`src/design/supply_monitor_pkg.sv`:
```
package supply_monitor_pkg;
    // --------------------------------------------------------------
    // register indices (word index, byte address is four times)
    // --------------------------------------------------------------
    localparam logic [3:0] ADDR_LVD_CONFIG = 4'h0;
    localparam logic [3:0] ADDR_IRQ_REQUEST = 4'h1;
    localparam logic [3:0] ADDR_IRQ_MASK = 4'h2;
    localparam logic [3:0] ADDR_IRQ_CONFIG = 4'h3;
    localparam logic [3:0] ADDR_IRQ_SET = 4'h4;
    localparam logic [3:0] ADDR_IRQ_MASKED = 4'h5;
    localparam logic [3:0] ADDR_MODE = 4'h6;
    localparam logic [3:0] ADDR_STATUS = 4'h7;

    // --------------------------------------------------------------
    // field positions
    // --------------------------------------------------------------
    localparam int THRESH_LSB = 0;
    localparam int THRESH_W = 4;
    localparam int SOURCE_LSB = 4;
    localparam int SOURCE_W = 3;
    localparam int ENABLE_BIT = 7;
    localparam int PENDING_BIT = 1;
    localparam int EDGE_LSB = 0;
    localparam int EDGE_W = 2;
    localparam int MODE_W = 3;

    // --------------------------------------------------------------
    // reset values and encodings
    // --------------------------------------------------------------
    localparam logic [7:0] LVD_CONFIG_RST = 8'h00;
    localparam logic [1:0] EDGE_DISABLED = 2'h0;
    localparam logic [1:0] EDGE_RISING = 2'h1;
    localparam logic [1:0] EDGE_FALLING = 2'h2;
    localparam logic [1:0] EDGE_BOTH = 2'h3;

    typedef enum logic [2:0] {
        MODE_ACTIVE = 3'h0,
        MODE_LP_ACTIVE = 3'h1,
        MODE_SLEEP = 3'h2,
        MODE_LP_SLEEP = 3'h3,
        MODE_DEEP_SLEEP = 3'h4,
        MODE_HIBERNATE = 3'h5
    } power_mode_t;

    typedef enum logic [1:0] {
        ST_POWER_UP = 2'b00,
        ST_RUN = 2'b01,
        ST_BROWNOUT = 2'b11
    } seq_state_t;
endpackage

```
`src/design/supply_monitor_reset_lvd_irq.sv`:
```
// Operation
// - hold reset until digital and analog valid
// - power-on pulse only during first ramp
// - brownout on main or core supply resets
// - brownout reset holds while supply invalid
// - brownout ignored in hibernate
// - overvoltage resets except in hibernate
// - source field selects monitored supply
// - threshold field selects trip level
// - enable bit gates low-voltage detector
// - crossing below threshold sets pending
// - mask gates pending onto cpu irq
// - masked register is request and mask
// - set register forces request bits
// - edge field picks irq edge
// - write one clears, live condition stays
// - detector only in active, lp active, sleep and lp sleep modes
module supply_monitor_reset_lvd_irq #(
    parameter int ADDR_W = 4
) (
    input wire logic ref_clk_in,
    input wire logic rst_in,
    input wire logic [ADDR_W-1:0] addr_in,
    input wire logic [31:0] wdata_in,
    input wire logic wr_in,
    input wire logic rd_in,
    output logic [31:0] rdata_out,
    input wire logic digital_ok_in,
    input wire logic analog_ok_in,
    input wire logic power_on_det_in,
    input wire logic main_supply_brownout_in,
    input wire logic core_supply_brownout_in,
    input wire logic overvoltage_guard_in,
    input wire logic lowvolt_below_in,
    output logic system_reset_out,
    output logic power_on_det_en_out,
    output logic lowvolt_enable_out,
    output logic [2:0] lowvolt_source_sel_out,
    output logic [3:0] lowvolt_threshold_sel_out,
    output logic cpu_irq_out
);
    if (ADDR_W < 3) begin : g_addr_check
        $error("addr width too small");
    end

    // --------------------------------------------------------------
    // state
    // --------------------------------------------------------------
    logic [7:0] lvd_config;
    logic [7:0] next_lvd_config;
    logic [1:0] irq_config;
    logic [1:0] next_irq_config;
    logic irq_mask;
    logic next_irq_mask;
    logic lowvolt_pending;
    logic next_lowvolt_pending;
    logic [2:0] mode;
    logic [2:0] next_mode;
    logic sync1, sync2, sync_prev;
    logic [31:0] next_rdata;
    logic next_irq;
    supply_monitor_pkg::seq_state_t state, next_state;
    logic next_reset;
    logic next_por_en;

    wire hib = mode == 3'(supply_monitor_pkg::MODE_HIBERNATE);
    wire lvd_mode_ok = mode <= 3'(supply_monitor_pkg::MODE_LP_SLEEP);
    wire brownout = !hib &&
        (main_supply_brownout_in || core_supply_brownout_in);
    wire overvolt = !hib && overvoltage_guard_in;
    wire supplies_ok = digital_ok_in && analog_ok_in;
    wire en = lvd_config[supply_monitor_pkg::ENABLE_BIT];
    wire live = en && lvd_mode_ok && sync2;
    wire fall_ev = live && !sync_prev;
    wire rise_ev = en && lvd_mode_ok && !sync2 && sync_prev;
    wire sel_fall = irq_config == supply_monitor_pkg::EDGE_FALLING ||
        irq_config == supply_monitor_pkg::EDGE_BOTH;
    wire sel_rise = irq_config == supply_monitor_pkg::EDGE_RISING ||
        irq_config == supply_monitor_pkg::EDGE_BOTH;
    wire lv_event = (fall_ev && sel_fall) || (rise_ev && sel_rise);
    wire sel_req = addr_in == ADDR_W'(supply_monitor_pkg::ADDR_IRQ_REQUEST);
    wire sel_set = addr_in == ADDR_W'(supply_monitor_pkg::ADDR_IRQ_SET);
    wire wbit = wdata_in[supply_monitor_pkg::PENDING_BIT];

    // --------------------------------------------------------------
    // comparator synchroniser
    // --------------------------------------------------------------
    always_ff @(posedge ref_clk_in) begin
        if (rst_in) begin
            sync1 <= 1'b0;
            sync2 <= 1'b0;
            sync_prev <= 1'b0;
        end else begin
            sync1 <= lowvolt_below_in;
            sync2 <= sync1;
            sync_prev <= sync2;
        end
    end

    // --------------------------------------------------------------
    // registers
    // --------------------------------------------------------------
    always_comb begin
        next_lvd_config = lvd_config;
        next_irq_config = irq_config;
        next_irq_mask = irq_mask;
        next_mode = mode;
        next_lowvolt_pending = lowvolt_pending;
        if (wr_in && sel_req && wbit && !live) begin
            next_lowvolt_pending = 1'b0;
        end
        if (wr_in && sel_set && wbit) begin
            next_lowvolt_pending = 1'b1;
        end
        if (lv_event) begin
            next_lowvolt_pending = 1'b1;
        end
        if (wr_in) begin
            case (addr_in)
                ADDR_W'(supply_monitor_pkg::ADDR_LVD_CONFIG): begin
                    next_lvd_config = wdata_in[7:0];
                end
                ADDR_W'(supply_monitor_pkg::ADDR_IRQ_MASK): begin
                    next_irq_mask = wbit;
                end
                ADDR_W'(supply_monitor_pkg::ADDR_IRQ_CONFIG): begin
                    next_irq_config = wdata_in[1:0];
                end
                ADDR_W'(supply_monitor_pkg::ADDR_MODE): begin
                    next_mode = wdata_in[2:0];
                end
                default: begin
                    next_mode = mode;
                end
            endcase
        end
        next_irq = next_lowvolt_pending && next_irq_mask;
        next_rdata = 32'h0;
        if (rd_in) begin
            case (addr_in)
                ADDR_W'(supply_monitor_pkg::ADDR_LVD_CONFIG): begin
                    next_rdata[7:0] = lvd_config;
                end
                ADDR_W'(supply_monitor_pkg::ADDR_IRQ_REQUEST): begin
                    next_rdata[supply_monitor_pkg::PENDING_BIT] =
                        lowvolt_pending;
                end
                ADDR_W'(supply_monitor_pkg::ADDR_IRQ_MASK): begin
                    next_rdata[supply_monitor_pkg::PENDING_BIT] = irq_mask;
                end
                ADDR_W'(supply_monitor_pkg::ADDR_IRQ_CONFIG): begin
                    next_rdata[1:0] = irq_config;
                end
                ADDR_W'(supply_monitor_pkg::ADDR_IRQ_MASKED): begin
                    next_rdata[supply_monitor_pkg::PENDING_BIT] =
                        lowvolt_pending && irq_mask;
                end
                ADDR_W'(supply_monitor_pkg::ADDR_MODE): begin
                    next_rdata[2:0] = mode;
                end
                ADDR_W'(supply_monitor_pkg::ADDR_STATUS): begin
                    next_rdata[3:0] = {sync2, supplies_ok, state};
                end
                default: begin
                    next_rdata = 32'h0;
                end
            endcase
        end
    end

    always_ff @(posedge ref_clk_in) begin
        if (rst_in) begin
            lvd_config <= supply_monitor_pkg::LVD_CONFIG_RST;
            irq_config <= supply_monitor_pkg::EDGE_DISABLED;
            irq_mask <= 1'b0;
            lowvolt_pending <= 1'b0;
            mode <= 3'(supply_monitor_pkg::MODE_ACTIVE);
            rdata_out <= 32'h0;
            cpu_irq_out <= 1'b0;
        end else begin
            lvd_config <= next_lvd_config;
            irq_config <= next_irq_config;
            irq_mask <= next_irq_mask;
            lowvolt_pending <= next_lowvolt_pending;
            mode <= next_mode;
            rdata_out <= next_rdata;
            cpu_irq_out <= next_irq;
        end
    end

    always_ff @(posedge ref_clk_in) begin
        if (rst_in) begin
            lowvolt_enable_out <= 1'b0;
            lowvolt_source_sel_out <= 3'h0;
            lowvolt_threshold_sel_out <= 4'h0;
        end else begin
            lowvolt_enable_out <= next_lvd_config[7];
            lowvolt_source_sel_out <= next_lvd_config[6:4];
            lowvolt_threshold_sel_out <= next_lvd_config[3:0];
        end
    end

    // --------------------------------------------------------------
    // reset sequencer
    // --------------------------------------------------------------
    always_comb begin
        next_state = state;
        next_reset = 1'b1;
        next_por_en = 1'b0;
        case (state)
            supply_monitor_pkg::ST_POWER_UP: begin
                next_por_en = 1'b1;
                if (supplies_ok && !power_on_det_in && !brownout &&
                    !overvolt) begin
                    next_state = supply_monitor_pkg::ST_RUN;
                    next_reset = 1'b0;
                    next_por_en = 1'b0;
                end
            end
            supply_monitor_pkg::ST_RUN: begin
                next_reset = 1'b0; // detector ignored here
                if (brownout || overvolt || !supplies_ok) begin
                    next_state = supply_monitor_pkg::ST_BROWNOUT;
                    next_reset = 1'b1;
                end
            end
            supply_monitor_pkg::ST_BROWNOUT: begin
                if (!brownout && !overvolt && supplies_ok) begin
                    next_state = supply_monitor_pkg::ST_RUN;
                    next_reset = 1'b0;
                end
            end
            default: begin
                next_state = supply_monitor_pkg::ST_POWER_UP;
            end
        endcase
    end

    always_ff @(posedge ref_clk_in) begin
        if (rst_in) begin
            state <= supply_monitor_pkg::ST_POWER_UP;
            system_reset_out <= 1'b1;
            power_on_det_en_out <= 1'b1;
        end else begin
            state <= next_state;
            system_reset_out <= next_reset;
            power_on_det_en_out <= next_por_en;
        end
    end
endmodule // supply_monitor_reset_lvd_irq

```
`config.mk`:
```
export PLATFORM = sky130hd
export DESIGN_NAME = supply_monitor_reset_lvd_irq
export DESIGN_NICKNAME = d
export VERILOG_FILES = /design/src/design/supply_monitor_pkg.sv /design/src/design/supply_monitor_reset_lvd_irq.sv
export SDC_FILE = /design/constraint.sdc
export NUM_CORES = 1
export LEC_CHECK = 0
export BUFFER_PORTS_ARGS = -buffer_cell sky130_fd_sc_hd__buf_2
export CAP_MARGIN = 40
export CORE_ASPECT_RATIO = 1.25
export CORE_MARGIN = 4
export CORE_UTILIZATION = 39
export DETAILED_ROUTE_END_ITERATION = 8
export PLACE_DENSITY = 0.76
export SKIP_CTS_REPAIR_TIMING = 1
export SLEW_MARGIN = 20
export SYNTH_ARGS = -nofsm -noshare
export SYNTH_HDL_FRONTEND = slang
export SYNTH_SLANG_ARGS = --single-unit
```
`constraint.sdc`:
```
create_clock -name ref_clk_in -period 1.1 [get_ports ref_clk_in]
set_input_delay 0.22 -clock ref_clk_in [delete_from_list [all_inputs] [get_ports ref_clk_in]]
set_output_delay 0.22 -clock ref_clk_in [all_outputs]
set_load 0.005 [all_outputs]
```
* Word level (Yosys, flattened, before mapping)
Index checks and enable logic that the tools add are counted.
Cells by class: $lt $le $gt $ge 1, add/subtract/negate cells 0, $mul 0, reduce and logical (&&, ||, !) cells 43, shift operators 0, muxes and demuxes 20, bitwise operators 2, equal/unequal tests 16, div/mod/pow operators 0
Operator list (number):
- logical AND 1 bit | 22
- equality test 4 x 3 -> 1 bit (second input constant) | 4
- 2-to-1 mux 8 bit | 2
- 2-to-1 mux 1 bit | 9
- equality test 4 x 2 -> 1 bit (second input constant) | 2
- zero test 1 bit | 8
- case mux 1 bit (7 select lines) | 1
- equality test 2 bit (second input constant) | 3
- logical OR 1 bit | 6
- 2-to-1 mux 2 bit | 3
- != test 2 bit (second input constant) | 3
- case mux 1 bit (3 select lines) | 2
- case mux 2 bit (3 select lines) | 1
- equality test 2 x 1 -> 1 bit (second input constant) | 2
- equality test 4 x 1 -> 1 bit (second input constant) | 1
- zero test 4 bit | 1
- case mux 1 bit (4 select lines) | 1
- AND reduction 2 bit | 2
- equality test 3 bit (second input constant) | 1
- <= comparator 3 x 2 -> 1 bit (second input constant) | 1
- AND reduction 3 bit | 1
- OR reduction 3 bit | 1
- zero test 2 bit | 1
- NOT 1 bit | 2
- other kinds (2) | 2
Storage, ports and cells: bits in writable memories 0, memory bits (read-only) 0, logic and storage cells 100, memories kept 0, register bits after elaboration 63, bits in latches 0

* Longest topological paths before layout
word-level depth 9, depth in mapped cells 5

* Worst setup path after synthesis
OpenSTA, ideal clock, no wires.
path kind input to register, from in core_supply_brownout_in, to reg power_on_det_en_out, stages on the path 4, slack -0.061 ns, arrival 1.041 ns, required time 0.980 ns, cell sequence or3_1 > a21oi_2 > a211oi_1 > or2_1
Between the ends: cells in the longest elaborated chain, start to end 7
Ends and longest elaborated chain:
- start: declaration | RTL line supply_monitor_reset_lvd_irq.sv:32 | input wire logic core_supply_brownout_in,
- logical OR 1 bit | RTL line supply_monitor_reset_lvd_irq.sv:69 | (main_supply_brownout_in || core_supply_brownout_in);
- logical AND 1 bit | RTL line supply_monitor_reset_lvd_irq.sv:68 | wire brownout = !hib &&
- zero test 1 bit | RTL line supply_monitor_reset_lvd_irq.sv:213 | if (supplies_ok && !power_on_det_in && !brownout &&
- logical AND 1 bit (2 in series) | RTL line supply_monitor_reset_lvd_irq.sv:213
- 2-to-1 mux 1 bit | RTL line supply_monitor_reset_lvd_irq.sv:213
- 2-to-1 mux 1 bit | RTL line supply_monitor_reset_lvd_irq.sv:210 | case (state)
- end signal: assignment | RTL line supply_monitor_reset_lvd_irq.sv:247 | power_on_det_en_out <= next_por_en;
- end: declaration | RTL line supply_monitor_reset_lvd_irq.sv:36 | output logic power_on_det_en_out,
Every way passes these cells. A chain may end at the register's enable or synchronous reset.

* Final worst setup path
from reg lowvolt_pending, to reg rdata_out[1]
Between the ends: cells in the longest elaborated chain, start to end 2
Ends and longest elaborated chain:
- start: declaration | RTL line supply_monitor_reset_lvd_irq.sv:55 | logic lowvolt_pending;
- start signal: assignment | RTL line supply_monitor_reset_lvd_irq.sv:184 | lowvolt_pending <= next_lowvolt_pending;
- logical AND 1 bit | RTL line supply_monitor_reset_lvd_irq.sv:156 | lowvolt_pending && irq_mask;
- case mux 1 bit (7 select lines) * | RTL line supply_monitor_reset_lvd_irq.sv:140 | case (addr_in)
- end signal: assignment | RTL line supply_monitor_reset_lvd_irq.sv:186 | rdata_out <= next_rdata;
- end: declaration | RTL line supply_monitor_reset_lvd_irq.sv:27 | output logic [31:0] rdata_out,
Every way passes the cells marked *; elsewhere a longest branch is shown, timed or not.

==> impl_metrics.tcl <==
set metrics [dict create \
    cpMostUsedCell "a221oi_2" \
    clockRootBuffer "clkbuf_8" \
    drt_iter0_markers 58 \
    antenna-diode-count 0 \
    power_density_nw_per_um2 1120 \
    placement.io_buffers 41 \
    synth-async-reset-ratio_pct 0 \
    wl_um 3470 \
    setup_violations 1 \
    clock_skew_ns 0.00341 \
    max_freq_mhz 898 \
    leakage_uw 0.000901 \
    synth_cell_types 39 \
    p_seq_share_pct 51.1 \
    nFillCells 369 \
    num-nets-final 289 \
    clock_latency_ns 0.28 \
    fin_crit_sh_pct 101 \
    antenna_found_initial 0 \
    die_w_um 64.1 \
    netSwitchingPower_uw 549 \
    intPower_uw 1700 \
    ant_nets 0 \
    arrival_ns 1.31 \
    dieArea_um2 5000 \
    final.setup.worst_slack_ns -0.0138 \
    dp_slack_ns -0.202 \
    overflow 0 \
    cts_sinks 31 \
    clockBufferDepth 2 \
    synth_area_um2 1530 \
    vias 1388 \
    ys_ff_latch 31 \
    grt_pass1_vias 1320 \
    crit_type "reg -> reg" \
    ir_worst_vdd_uv 482 \
    core_um2 3780 \
    synth.area.top_cells "dfxtp_1 (41%), buf_4 (12%), a21oi_1 (5.6%)" \
    clkPwrFrac_pct 36.6 \
    hp-class "in -> reg" \
    grt_setup_unrepaired "yes" \
    utilization_pct 53.0 \
    tritoncts "done" \
    cp_cell_sequence "nand2_2 > a2111oi_4 > a221oi_2 > a221oi_2" \
    finalCriticalPeriod_ns 1.11 \
    hpwl_um 2730 \
    critPathLaunchType "register" \
    vias_per_cell 4.67 \
    path_clk_slew_ns 0.06 \
    worst_path_max_delay_cell "dfxtp_2" \
    hold_violations 0 \
    swShare_pct 24.4 \
    ys_warn_count 0 \
    h-tree-depth 2 \
    critPathCaptureType "register" \
    finalPower_uw 2250 \
    violations "setup timing" \
    rows 25 \
    status "finished with violations" \
    die_y_um 78.1 \
    drc 0 \
    maxCapViolCount 0 \
    cts_made_buffers 5 \
    yosysTopAreaCell "dfxtp_1" \
    pwr-share-comb_pct 12.3 \
    area_growth_pct 31.0 \
    drt-wirelength-per-cell_um 11.7 \
    crit_required_ns 1.29 \
    syn-instance-count 172 \
    drv_slew 0 \
    finalSetupTns_ns -0.0138 \
    synth_seq_area_share_pct 40.5 \
    gp_congestion 0.816 \
    yosysTopAreaCellShare_pct 40.5 \
    initial_core_util_pct 40.5 \
    synth_edf_count 0 \
    firstDrtPassIters 4 \
    slowest_delay_ns 0.34 \
    io_pins 90 \
    grt_max_degree 23 \
    path_max_fanout 2 \
    ys.flop_type "dfxtp_1" \
    grt_pass1_wl_um 5700 \
    layout-drive-gt1-share_pct 39.9 \
    track_usage_pct 14.2 \
    syn_avg_cell_area_um2 8.90 \
]
-- metrics by stage --
step           instance area (µm²)  hold WS, ns  instances
2_1_floorplan                 1620        0.286        195
3_3_place_gp                  1900        0.420        289
3_5_place_dp                  1900        0.429        289
4_1_cts                       1980        0.151        297
5_1_grt                       2010        0.161        297
6_report                      2010        0.154        297
-- synth_stat cells, types with 3 or more instances --
cell	count
and2_1	5
nor2_1	10
inv_1	5
clkbuf_1	3
nor2b_1	6
nand4_1	3
buf_4	25
nand3b_1	3
buf_6	3
dfxtp_1	31
nand2_1	14
nand3_1	12
a21oi_1	17
mux2i_1	5
-- worst max-delay path: cells and delay by family, from the launching register on --
kind             cells  cell delay (ns)
AND/OR/NAND/NOR      1             0.07
flip-flops           1             0.34
AO/OA/AOI/OAI        3             0.63
-- flip-flops by register name, indices dropped and copies added, names as in the netlist, 2 cells and up --
signal,flops
lvd_config,8
rdata_out,8
mode,3
state,2
irq_config,2
-- power by group through the flow --
| stage | sequential [µW] | combinational (µW) | clock [µW] |
|---|---|---|---|
| floorplan | 1170 | 189 | 0 |
| global placement | 1170 | 265 | 0 |
| detailed placement | 1170 | 269 | 0 |
| CTS | 1150 | 270 | 855 |
| global route | 1150 | 307 | 916 |
| finish | 1150 | 277 | 822 |
-- cells in the final DEF, fill, tap and decap left out, types with 3 or more instances in the layout --
| master | instances |
|---|---|
| buf_2 | 41 |
| dfxtp_1 | 29 |
| buf_4 | 29 |
| conb_1 | 24 |
| a21oi_1 | 17 |
| nand2_1 | 14 |
| nand3_1 | 12 |
| nor2_1 | 10 |
| nor2b_1 | 6 |
| inv_1 | 5 |
| and2_1 | 5 |
| mux2i_1 | 5 |
| clkbuf_8 | 5 |
| nand4_1 | 3 |
| nand3b_1 | 3 |
| clkinv_2 | 3 |
-- final timing paths --
kind / slack (ns) / depth (start not counted) / to / start
hold reg to reg: 0.43 / 1 / sync2 / sync1
setup reg to reg: -0.01 / 4 / rdata_out[1] / lowvolt_pending
hold / removal: 0.15 / 2 / sync1 / lowvolt_below_in
setup / recovery: -0.01 / 4 / rdata_out[1] / lowvolt_pending
-- area by class of cell --
type	instances	area, µm²	share of cell area [%]
clock inverter	3	15.0	0.748
multi-input combinational	128	771	38.4
tap	54	67.6	3.37
inverter	5	18.8	0.935
clock buffer	5	68.8	3.43
sequential	31	623	31.0
timing repair buffer	71	443	22.1
-- logic make-up (layout without fill, tap and decap cells) --
group	Yosys count	count (layout)	synth area share [%]
other	1	24	0.245
DFF	31	31	40.5
AOI/OAI and AO/OA	29	29	13.3
and+or+nand+nor	69	69	25.7
buffers and inverters	36	84	16.4
muxes	5	5	3.27
xor gates and xnor gates	1	1	0.572
-- routing by layer --
layer / part of all wire (%) / GRT usage (%) / vias to the layer above
met3: 7.4 / 3.15 / 9
met2: 52 / 25.9 / 62
met1: 38 / 15.0 / 635
met4: 2.7 / 7.34 / 0
met5: 0 / 0 / -
li1: - / - / 682
Note: power is estimated with default switching activity, not from simulation.
